===== config.mk =====
export PLATFORM = sky130hd
export DESIGN_NAME = spi_select_and_baud_rate
export DESIGN_NICKNAME = d
export VERILOG_FILES = /design/src/verilog/spi_pkg.sv /design/src/verilog/spi_select_and_baud_rate.sv
export SDC_FILE = /design/constraint.sdc
export NUM_CORES = 1
export LEC_CHECK = 0
export BUFFER_PORTS_ARGS = -buffer_cell sky130_fd_sc_hd__buf_4
export CELL_PAD_IN_SITES_DETAIL_PLACEMENT = 0
export CELL_PAD_IN_SITES_GLOBAL_PLACEMENT = 2
export CORE_MARGIN = 2
export CORE_UTILIZATION = 43
export DETAILED_ROUTE_END_ITERATION = 7
export PLACE_DENSITY = 0.9
export SYNTH_ARGS = -nofsm -noshare
export SYNTH_HDL_FRONTEND = slang
export SYNTH_SLANG_ARGS = --single-unit

===== constraint.sdc =====
create_clock -name clk_sys -period 3.5 [get_ports clk_sys]
set_clock_uncertainty 0.1 [all_clocks]
set_input_delay 0.35 -clock clk_sys [delete_from_list [all_inputs] [get_ports clk_sys]]
set_output_delay 0.35 -clock clk_sys [all_outputs]
set_load 0.01 [all_outputs]

===== src/verilog/spi_pkg.sv =====
/*
 package for the spi select and baud rate block: configuration carrier,
 rate codes, byte and fifo sizes, engine states.
 assumes a single system clock domain; pins arrive unsynchronised.
*/
package spi_pkg;
	localparam int BYTE_W = 8;
	localparam int FIFO_DEPTH = 16;
	localparam logic [4:0] EDGES_PER_BYTE = 5'h10;
	localparam logic [6:0] HALF_NONE = 7'h00;
	localparam logic [2:0] RATE_OFF_LO = 3'h0;
	localparam logic [2:0] RATE_DIV4 = 3'h1;
	localparam logic [2:0] RATE_DIV8 = 3'h2;
	localparam logic [2:0] RATE_DIV16 = 3'h3;
	localparam logic [2:0] RATE_DIV32 = 3'h4;
	localparam logic [2:0] RATE_DIV64 = 3'h5;
	localparam logic [2:0] RATE_DIV128 = 3'h6;
	localparam logic [6:0] HALF_DIV4 = 7'h02;
	localparam logic [6:0] HALF_DIV8 = 7'h04;
	localparam logic [6:0] HALF_DIV16 = 7'h08;
	localparam logic [6:0] HALF_DIV32 = 7'h10;
	localparam logic [6:0] HALF_DIV64 = 7'h20;
	localparam logic [6:0] HALF_DIV128 = 7'h40;

	typedef struct packed {
		logic enable;
		logic master_mode;
		logic clock_polarity;
		logic clock_phase;
		logic select_disable;
		logic [2:0] rate_select_field;
	} spi_cfg_t;

	typedef enum logic [1:0] {
		ST_IDLE = 2'b00,
		ST_RUN = 2'b01,
		ST_DONE = 2'b10
	} eng_state_t;
endpackage


===== src/verilog/spi_select_and_baud_rate.sv =====
/*
 spi byte engine with slave-select handling, mode fault detection and
 master baud rate generator, plus the transmit fifo in front of it.
 assumes pins reach it raw (synchronised here) and that the configuration
 is static while a byte is moving.
*/
`timescale 1ns/1ps
`default_nettype none

module spi_tx_fifo #(
	parameter int WIDTH = 8,
	parameter int DEPTH = 16
) (
	input wire logic clk_sys,
	input wire logic rstn,
	input wire logic clk_en,
	input wire logic [WIDTH-1:0] in_data,
	input wire logic in_valid,
	output logic in_ready,
	output logic [WIDTH-1:0] out_data,
	output logic out_valid,
	input wire logic out_ready
);
	localparam int AW = $clog2(DEPTH);
	logic [WIDTH-1:0] mem [DEPTH];
	logic [AW-1:0] wr_ptr;
	logic [AW-1:0] rd_ptr;
	logic [AW:0] count;
	logic [AW-1:0] next_wr_ptr;
	logic [AW-1:0] next_rd_ptr;
	logic [AW:0] next_count;
	logic push;
	logic pop;

	assign in_ready = (count != (AW+1)'(DEPTH));
	assign out_valid = (count != '0);
	assign out_data = mem[rd_ptr];

	always_comb begin
		push = in_valid && in_ready;
		pop = out_valid && out_ready;
		next_wr_ptr = push ? wr_ptr + 1'b1 : wr_ptr;
		next_rd_ptr = pop ? rd_ptr + 1'b1 : rd_ptr;
		next_count = count;
		if (push && !pop) begin
			next_count = count + 1'b1;
		end else if (pop && !push) begin
			next_count = count - 1'b1;
		end
	end

	always_ff @(posedge clk_sys) begin
		if (!rstn) begin
			wr_ptr <= '0;
			rd_ptr <= '0;
			count <= '0;
		end else if (clk_en) begin
			wr_ptr <= next_wr_ptr;
			rd_ptr <= next_rd_ptr;
			count <= next_count;
			if (push) begin
				mem[wr_ptr] <= in_data;
			end
		end
	end
endmodule

module spi_select_and_baud_rate
	import spi_pkg::*;
(
	input wire logic clk_sys,
	input wire logic rstn,
	input wire logic clk_en,
	input wire spi_cfg_t cfg,
	input wire logic mode_fault_clear,
	output logic mode_fault_flag,
	output logic busy,
	input wire logic [BYTE_W-1:0] tx_data,
	input wire logic tx_valid,
	output logic tx_ready,
	output logic [BYTE_W-1:0] rx_data,
	output logic rx_valid,
	input wire logic ss_n_in,
	input wire logic sck_in,
	output logic sck_out,
	output logic sck_oe,
	input wire logic mosi_in,
	output logic mosi_out,
	output logic mosi_oe,
	input wire logic miso_in,
	output logic miso_out,
	output logic miso_oe
);
	function automatic logic [6:0] half_period(input logic [2:0] code);
		case (code)
			RATE_DIV4: half_period = HALF_DIV4;
			RATE_DIV8: half_period = HALF_DIV8;
			RATE_DIV16: half_period = HALF_DIV16;
			RATE_DIV32: half_period = HALF_DIV32;
			RATE_DIV64: half_period = HALF_DIV64;
			RATE_DIV128: half_period = HALF_DIV128;
			default: half_period = HALF_NONE;
		endcase
	endfunction

	// pin synchronisers: stage one feeds stage two only
	logic [3:0] sync1;
	logic [3:0] sync2;
	logic sck_prev;
	logic ss_s;
	logic sck_s;
	logic mosi_s;
	logic miso_s;

	assign ss_s = sync2[0];
	assign sck_s = sync2[1];
	assign mosi_s = sync2[2];
	assign miso_s = sync2[3];

	always_ff @(posedge clk_sys) begin
		if (!rstn) begin
			// sck stages start at its idle level, so no false edge follows reset
			sync1 <= {2'b11, cfg.clock_polarity, 1'b1};
			sync2 <= {2'b11, cfg.clock_polarity, 1'b1};
			sck_prev <= cfg.clock_polarity;
		end else if (clk_en) begin
			sync1 <= {miso_in, mosi_in, sck_in, ss_n_in};
			sync2 <= sync1;
			sck_prev <= sck_s;
		end
	end

	logic [BYTE_W-1:0] fifo_data;
	logic fifo_valid;
	logic fifo_pop;

	spi_tx_fifo #(
		.WIDTH(BYTE_W),
		.DEPTH(FIFO_DEPTH)
	) u_fifo (
		.clk_sys(clk_sys),
		.rstn(rstn),
		.clk_en(clk_en),
		.in_data(tx_data),
		.in_valid(tx_valid),
		.in_ready(tx_ready),
		.out_data(fifo_data),
		.out_valid(fifo_valid),
		.out_ready(fifo_pop)
	);

	eng_state_t state;
	eng_state_t next_state;
	logic [6:0] div_cnt;
	logic [6:0] next_div_cnt;
	logic [4:0] edge_cnt;
	logic [4:0] next_edge_cnt;
	logic [BYTE_W-1:0] tx_sh;
	logic [BYTE_W-1:0] next_tx_sh;
	logic [BYTE_W-1:0] rx_sh;
	logic [BYTE_W-1:0] next_rx_sh;
	logic out_bit;
	logic next_out_bit;
	logic sck_gen;
	logic next_sck_gen;
	logic next_mode_fault_flag;
	logic [BYTE_W-1:0] next_rx_data;
	logic next_rx_valid;

	logic is_master;
	logic is_slave;
	logic selected;
	logic fault_set;
	logic [6:0] half;
	logic ev;
	logic ev_lead;
	logic ev_level;
	logic in_bit;
	logic [BYTE_W-1:0] load_byte;

	always_comb begin
		is_master = cfg.enable && cfg.master_mode;
		is_slave = cfg.enable && !cfg.master_mode;
		// phase-1 slave with select disable ignores the pin entirely
		selected = (cfg.clock_phase && cfg.select_disable) || !ss_s;
		// low select on a master means another master wants the bus
		fault_set = is_master && !cfg.select_disable && !ss_s;
		half = half_period(cfg.rate_select_field);
		in_bit = is_master ? miso_s : mosi_s;
		load_byte = fifo_valid ? fifo_data : '0;

		next_state = state;
		next_div_cnt = div_cnt;
		next_edge_cnt = edge_cnt;
		next_tx_sh = tx_sh;
		next_rx_sh = rx_sh;
		next_out_bit = out_bit;
		next_sck_gen = sck_gen;
		next_rx_data = rx_data;
		next_rx_valid = 1'b0;
		fifo_pop = 1'b0;
		ev = 1'b0;
		ev_level = 1'b0;

		// set wins over a clear in the same cycle; select disable never clears
		next_mode_fault_flag = fault_set ||
			(mode_fault_flag && !mode_fault_clear);

		// edge source: own divider as master, sampled pin as slave
		if (is_master) begin
			if (state == ST_RUN && div_cnt == 7'h01) begin
				ev = 1'b1;
				ev_level = !sck_gen;
			end
		end else begin
			ev = (sck_s != sck_prev) && (state == ST_RUN);
			ev_level = sck_s;
		end
		ev_lead = (ev_level != cfg.clock_polarity);

		case (state)
			ST_IDLE: begin
				next_sck_gen = cfg.clock_polarity;
				next_edge_cnt = '0;
				// master waits for data and a usable rate, and stays off after a fault
				if (is_master && fifo_valid && half != HALF_NONE &&
					!mode_fault_flag && !fault_set) begin
					fifo_pop = 1'b1;
					next_state = ST_RUN;
					next_div_cnt = half;
				end else if (is_slave && selected) begin
					// an empty fifo makes the slave answer with zeros
					fifo_pop = fifo_valid;
					next_state = ST_RUN;
				end
				if (next_state == ST_RUN) begin
					if (cfg.clock_phase) begin
						next_tx_sh = load_byte;
					end else begin
						next_out_bit = load_byte[BYTE_W-1];
						next_tx_sh = {load_byte[BYTE_W-2:0], 1'b0};
					end
				end
			end
			ST_RUN: begin
				if (is_master) begin
					// half the divisor high, half low
					next_div_cnt = (div_cnt == 7'h01) ? half : div_cnt - 7'h01;
					if (ev) begin
						next_sck_gen = ev_level;
					end
				end
				if (ev) begin
					next_edge_cnt = edge_cnt + 5'h01;
					if (ev_lead != cfg.clock_phase) begin
						next_rx_sh = {rx_sh[BYTE_W-2:0], in_bit};
					end else if (edge_cnt != EDGES_PER_BYTE - 5'h01) begin
						next_out_bit = tx_sh[BYTE_W-1];
						next_tx_sh = {tx_sh[BYTE_W-2:0], 1'b0};
					end
					if (edge_cnt == EDGES_PER_BYTE - 5'h01) begin
						next_state = ST_DONE;
					end
				end
				// a fault or a dropped select ends the byte without delivery
				if ((is_master && (fault_set || mode_fault_flag)) ||
					(is_slave && !selected) || !cfg.enable) begin
					next_state = ST_IDLE;
					next_sck_gen = cfg.clock_polarity;
				end
			end
			ST_DONE: begin
				next_rx_data = rx_sh;
				next_rx_valid = 1'b1;
				next_state = ST_IDLE;
			end
			default: begin
				next_state = ST_IDLE;
			end
		endcase
	end

	always_ff @(posedge clk_sys) begin
		if (!rstn) begin
			state <= ST_IDLE;
			div_cnt <= HALF_NONE;
			edge_cnt <= '0;
			tx_sh <= '0;
			rx_sh <= '0;
			out_bit <= 1'b0;
			sck_gen <= 1'b0;
			mode_fault_flag <= 1'b0;
			rx_data <= '0;
			rx_valid <= 1'b0;
		end else if (clk_en) begin
			state <= next_state;
			div_cnt <= next_div_cnt;
			edge_cnt <= next_edge_cnt;
			tx_sh <= next_tx_sh;
			rx_sh <= next_rx_sh;
			out_bit <= next_out_bit;
			sck_gen <= next_sck_gen;
			mode_fault_flag <= next_mode_fault_flag;
			rx_data <= next_rx_data;
			rx_valid <= next_rx_valid;
		end
	end

	// slave sampling costs two clocks of latency, hence the quarter-rate limit
	assign busy = (state != ST_IDLE);
	assign sck_out = sck_gen;
	assign mosi_out = out_bit;
	assign miso_out = out_bit;
	// a faulted master lets go of sck and mosi at once
	assign sck_oe = is_master && !mode_fault_flag;
	assign mosi_oe = is_master && !mode_fault_flag;
	assign miso_oe = is_slave && selected;
endmodule

`default_nettype wire


==> impl_table.tex <==
\begin{tabular}{lr}
\hline
Metric & Value \\
\hline
\multicolumn{2}{l}{\textbf{STA}} \\
Unrepaired setup endpoints after global routing & false \\
Post-Route Setup TNS & 0 ns \\
Number of slew-limit violations in the final report & 0 \\
Relative slew slack & 27.94\% \\
Final Setup Violations & 0 \\
Share of the clock period used by the worst path & 92.17\% \\
Post-layout minimum cycle time & 3.226 ns \\
Transition time at the pin with the least slew margin & 1.077 ns \\
Fmax achieved & 0.3100 GHz \\
Number of endpoints with negative hold slack in the final report & 0 \\
\multicolumn{2}{l}{\textbf{Setup path}} \\
CP Capture Type & flip-flop \\
Delay contributed by the slowest stage of the critical path & 0.58 ns \\
Critical path required time & 3.73 ns \\
R2r setup slk & 0.27 ns \\
Largest driver fanout on the critical path & 4 \\
Number of buffers and inverters on the critical path & 1 \\
Startpoint kind of the worst setup timing path & flip-flop \\
Crit path max-delay family & simple AND/OR/NAND/NOR gates \\
Critical-path top delay cell & or4\_4 \\
Crit path DAT & 3.46 ns \\
Sequence of cells on the critical path & nand3b\_1 -> or4\_4 -> a211o\_1 -> ha\_1 -> inv\_1 -> ha\_1 -> nor2b\_1 -> o21a\_1 -> o21a\_1 -> o21ai\_0 -> xnor2\_1 -> and2\_1 \\
WS Path Type & flip-flop to flip-flop \\
\multicolumn{2}{l}{\textbf{Floorplanning}} \\
Initial cell density of the core & 43.67\% \\
Area of the core region & 19400 um\^{}2 \\
X dimension of the die & 144.4 um \\
Die Height & 144.4 um \\
Die area & 20840 um\^{}2 \\
Std-Cell Rows & 51 \\
Count of boundary I/O pins & 43 \\
\multicolumn{2}{l}{\textbf{Synthesis}} \\
Cell count after synthesis & 673 \\
Commonest register cell after synthesis & edfxtp\_1 \\
Share of synthesized flip-flops with an asynchronous set or reset & 0\% \\
Mean post-synth cell area & 12.59 um\^{}2 \\
Sequential-to-total area share from yosys stat & 61.79\% \\
Number of enable-type register cells in the synthesized netlist & 131 \\
Register bit total from synthesis & 196 \\
Number of warnings printed during yosys synthesis & 0 \\
Cell area after synthesis & 8472 um\^{}2 \\
Number of nets in the synthesized netlist & 713 \\
Distinct cells, synth & 59 \\
\multicolumn{2}{l}{\textbf{CTS}} \\
Bufs on Longest Clock Path & 2 \\
CTS Sinks & 196 \\
Post-CTS setup repair buffer count & 0 \\
Clock root cell & clkbuf\_16 \\
Total CTS buffers & 17 \\
TritonCTS clock tree & built \\
Total number of H-tree levels & 4 \\
Worst-skew pair later-pin latency & 0.44 ns \\
Clock input transition at the sequential cells of the worst setup and hold paths & 0.07 ns \\
Resized Gates After CTS & 0 \\
CTS Hold Buffers Added & 0 \\
\multicolumn{2}{l}{\textbf{Finish}} \\
Share of final-layout standard cells stronger than drive strength 1 & 13.31\% \\
Commonest non-fill, non-tap cell in the layout & edfxtp\_1 \\
Area growth from synthesis to layout & 13.44\% \\
Non-filler cells in the finished layout & 986 \\
Filler cell count & 1723 \\
Count of antenna diodes in the layout & 0 \\
Total Nets Final & 749 \\
Design Area, Final & 9610 um\^{}2 \\
Area taken by flip-flops and latches & 5239 um\^{}2 \\
Multi-input gate area & 3013 um\^{}2 \\
Most used cells in the layout excluding fill and tap cells & edfxtp\_1 (131), mux2i\_1 (88), dfxtp\_1 (64) \\
\multicolumn{2}{l}{\textbf{Status}} \\
Status & complete, no violations \\
\multicolumn{2}{l}{\textbf{Route}} \\
Router iterations before antenna repair & 5 \\
Average wire length per cell after detail routing & 18.06 um \\
DRC violations left & 0 \\
Post-route ant nets & 0 \\
Post-detailed-routing wire length & 17800 um \\
Number of DRC violations after detailed-routing iteration 0 & 311 \\
Vias/cell & 5.425 \\
Routed via count & 5349 \\
\multicolumn{2}{l}{\textbf{Run}} \\
Max capacitance violation total & 0 \\
\multicolumn{2}{l}{\textbf{Hold path}} \\
Min-Delay Path Class & input pin to flip-flop \\
\multicolumn{2}{l}{\textbf{Power}} \\
Max rail drop VDD & 0.3240 mV \\
Standby leakage power & 0.003327 uW \\
PD cells & 511.1 nW/um\^{}2 \\
\multicolumn{2}{l}{\textbf{Global routing}} \\
Number of global-route vias before repair & 5248 \\
Wire length of the first global-routing pass & 27660 um \\
Total global routing track utilization & 17.61\% \\
Remaining global-route overflow & 0 \\
Initial antenna violation count & 0 \\
Largest net degree at the start of global routing & 37 \\
\multicolumn{2}{l}{\textbf{Placed design}} \\
DP Wirelength & 11810 um \\
Weighted congestion at the end of routability-driven global placement & 0.8750 \\
Total placed instance area & 9065 um\^{}2 \\
Count of buffers from port buffering & 42 \\
Placed cell count & 955 \\
\hline
\end{tabular}
[cell usage after synthesis, drive strengths merged (3+ instances only)]
cell	instances	area share, %
nand2	62	2.7
nor3	11	0.78
dfxtp	65	15
o41ai	3	0.53
a32oi	6	0.62
edfxtp	131	46
a311oi	3	0.31
a22oi	31	2.7
nand2b	5	0.37
a21oi	21	1.2
nor2	60	2.7
o21ai	19	1.1
nand4	4	0.30
mux4	4	1.1
ha	14	2.1
a31oi	4	0.30
nor2b	6	0.44
nand3b	4	0.35
and3	6	0.44
buf	13	0.87
or3	4	0.30
and2	9	0.66
inv	15	0.66
clkbuf	25	1.1
mux2i	88	10
nand3	8	0.47
xnor2	8	0.83
o22ai	3	0.22
xor2	6	0.62
a211oi	4	0.35
[sequential cells by signal, indices dropped and copies added, names as in the netlist, named ones only]
name             count
sync1                4
sck_out              1
u_fifo.wr_ptr        4
sync2                4
tx_sh                8
edge_cnt             5
miso_out             1
state                2
mode_fault_flag      1
sck_prev             1
u_fifo.rd_ptr        4
u_fifo.mem         128
div_cnt              7
rx_valid             1
rx_sh                8
u_fifo.count         5
rx_data              8
[through the flow]
stage               power (uW)  utilization [%]  hold slack, ns  setup WS [ns]
global route              5092            49.54         0.04191        0.07213
floorplan                 2963                -          0.3319         0.3513
detailed placement        3138            46.73          0.3613         0.1797
CTS                       4935            49.54         0.02878         0.2729
global placement          3118            46.73          0.3370         0.2248
finish                    4912            49.54         0.03535         0.2740
[worst register-to-register path, stage by stage (launching register included)]
cell      delay, ns
dfxtp_1        0.33
nand3b_1       0.20
or4_4          0.58
a211o_1        0.33
ha_1           0.25
inv_1          0.16
ha_1           0.26
nor2b_1        0.15
o21a_1         0.19
o21a_1         0.16
o21ai_0        0.19
xnor2_1        0.08
and2_1         0.14
[per-layer routing]
layer  GRT usage, %  up-vias  wire length, um
met3          3.113       17              542
li1               -     2585                -
met2          28.49       94             8547
met4          6.183        0              298
met1          24.03     2653             8416
met5              0        -                0
[cell type report]
| type | instances | share of cell area (%) |
|---|---|---|
| clock inverter | 12 | 1.172 |
| inverter | 15 | 0.5859 |
| clock buffer | 19 | 4.505 |
| multi-input combinational | 424 | 31.35 |
| sequential | 196 | 54.51 |
| tap | 265 | 3.450 |
| timing repair buffer | 55 | 4.427 |
[logic make-up after synthesis]
logic type,count (synthesis),share of synthesized area (%)
flops,196,61.79
simple gates,187,10.38
compound gates,115,9.836
mux,93,11.59
buf+inv,53,2.644
fa+ha+maj,15,2.304
xor+xnor,14,1.447
[path summary, 6_finish.rpt]
path / start / to / depth (start not counted)
worst max-delay path: mode_fault_flag / u_fifo.count[4] / 12
worst min-delay path: mosi_in / sync1[2] / 3
worst max register to register: mode_fault_flag / u_fifo.count[4] / 12
worst min register to register: rx_valid / rx_valid / 2
[report_power, final]
| group | total (uW) | switching [uW] | internal, uW |
|---|---|---|---|
| Sequential | 2560 | 42.7 | 2510 |
| Clock | 1820 | 884 | 936 |
| Combinational | 537 | 323 | 214 |
Power figures use the tool's default switching activity.
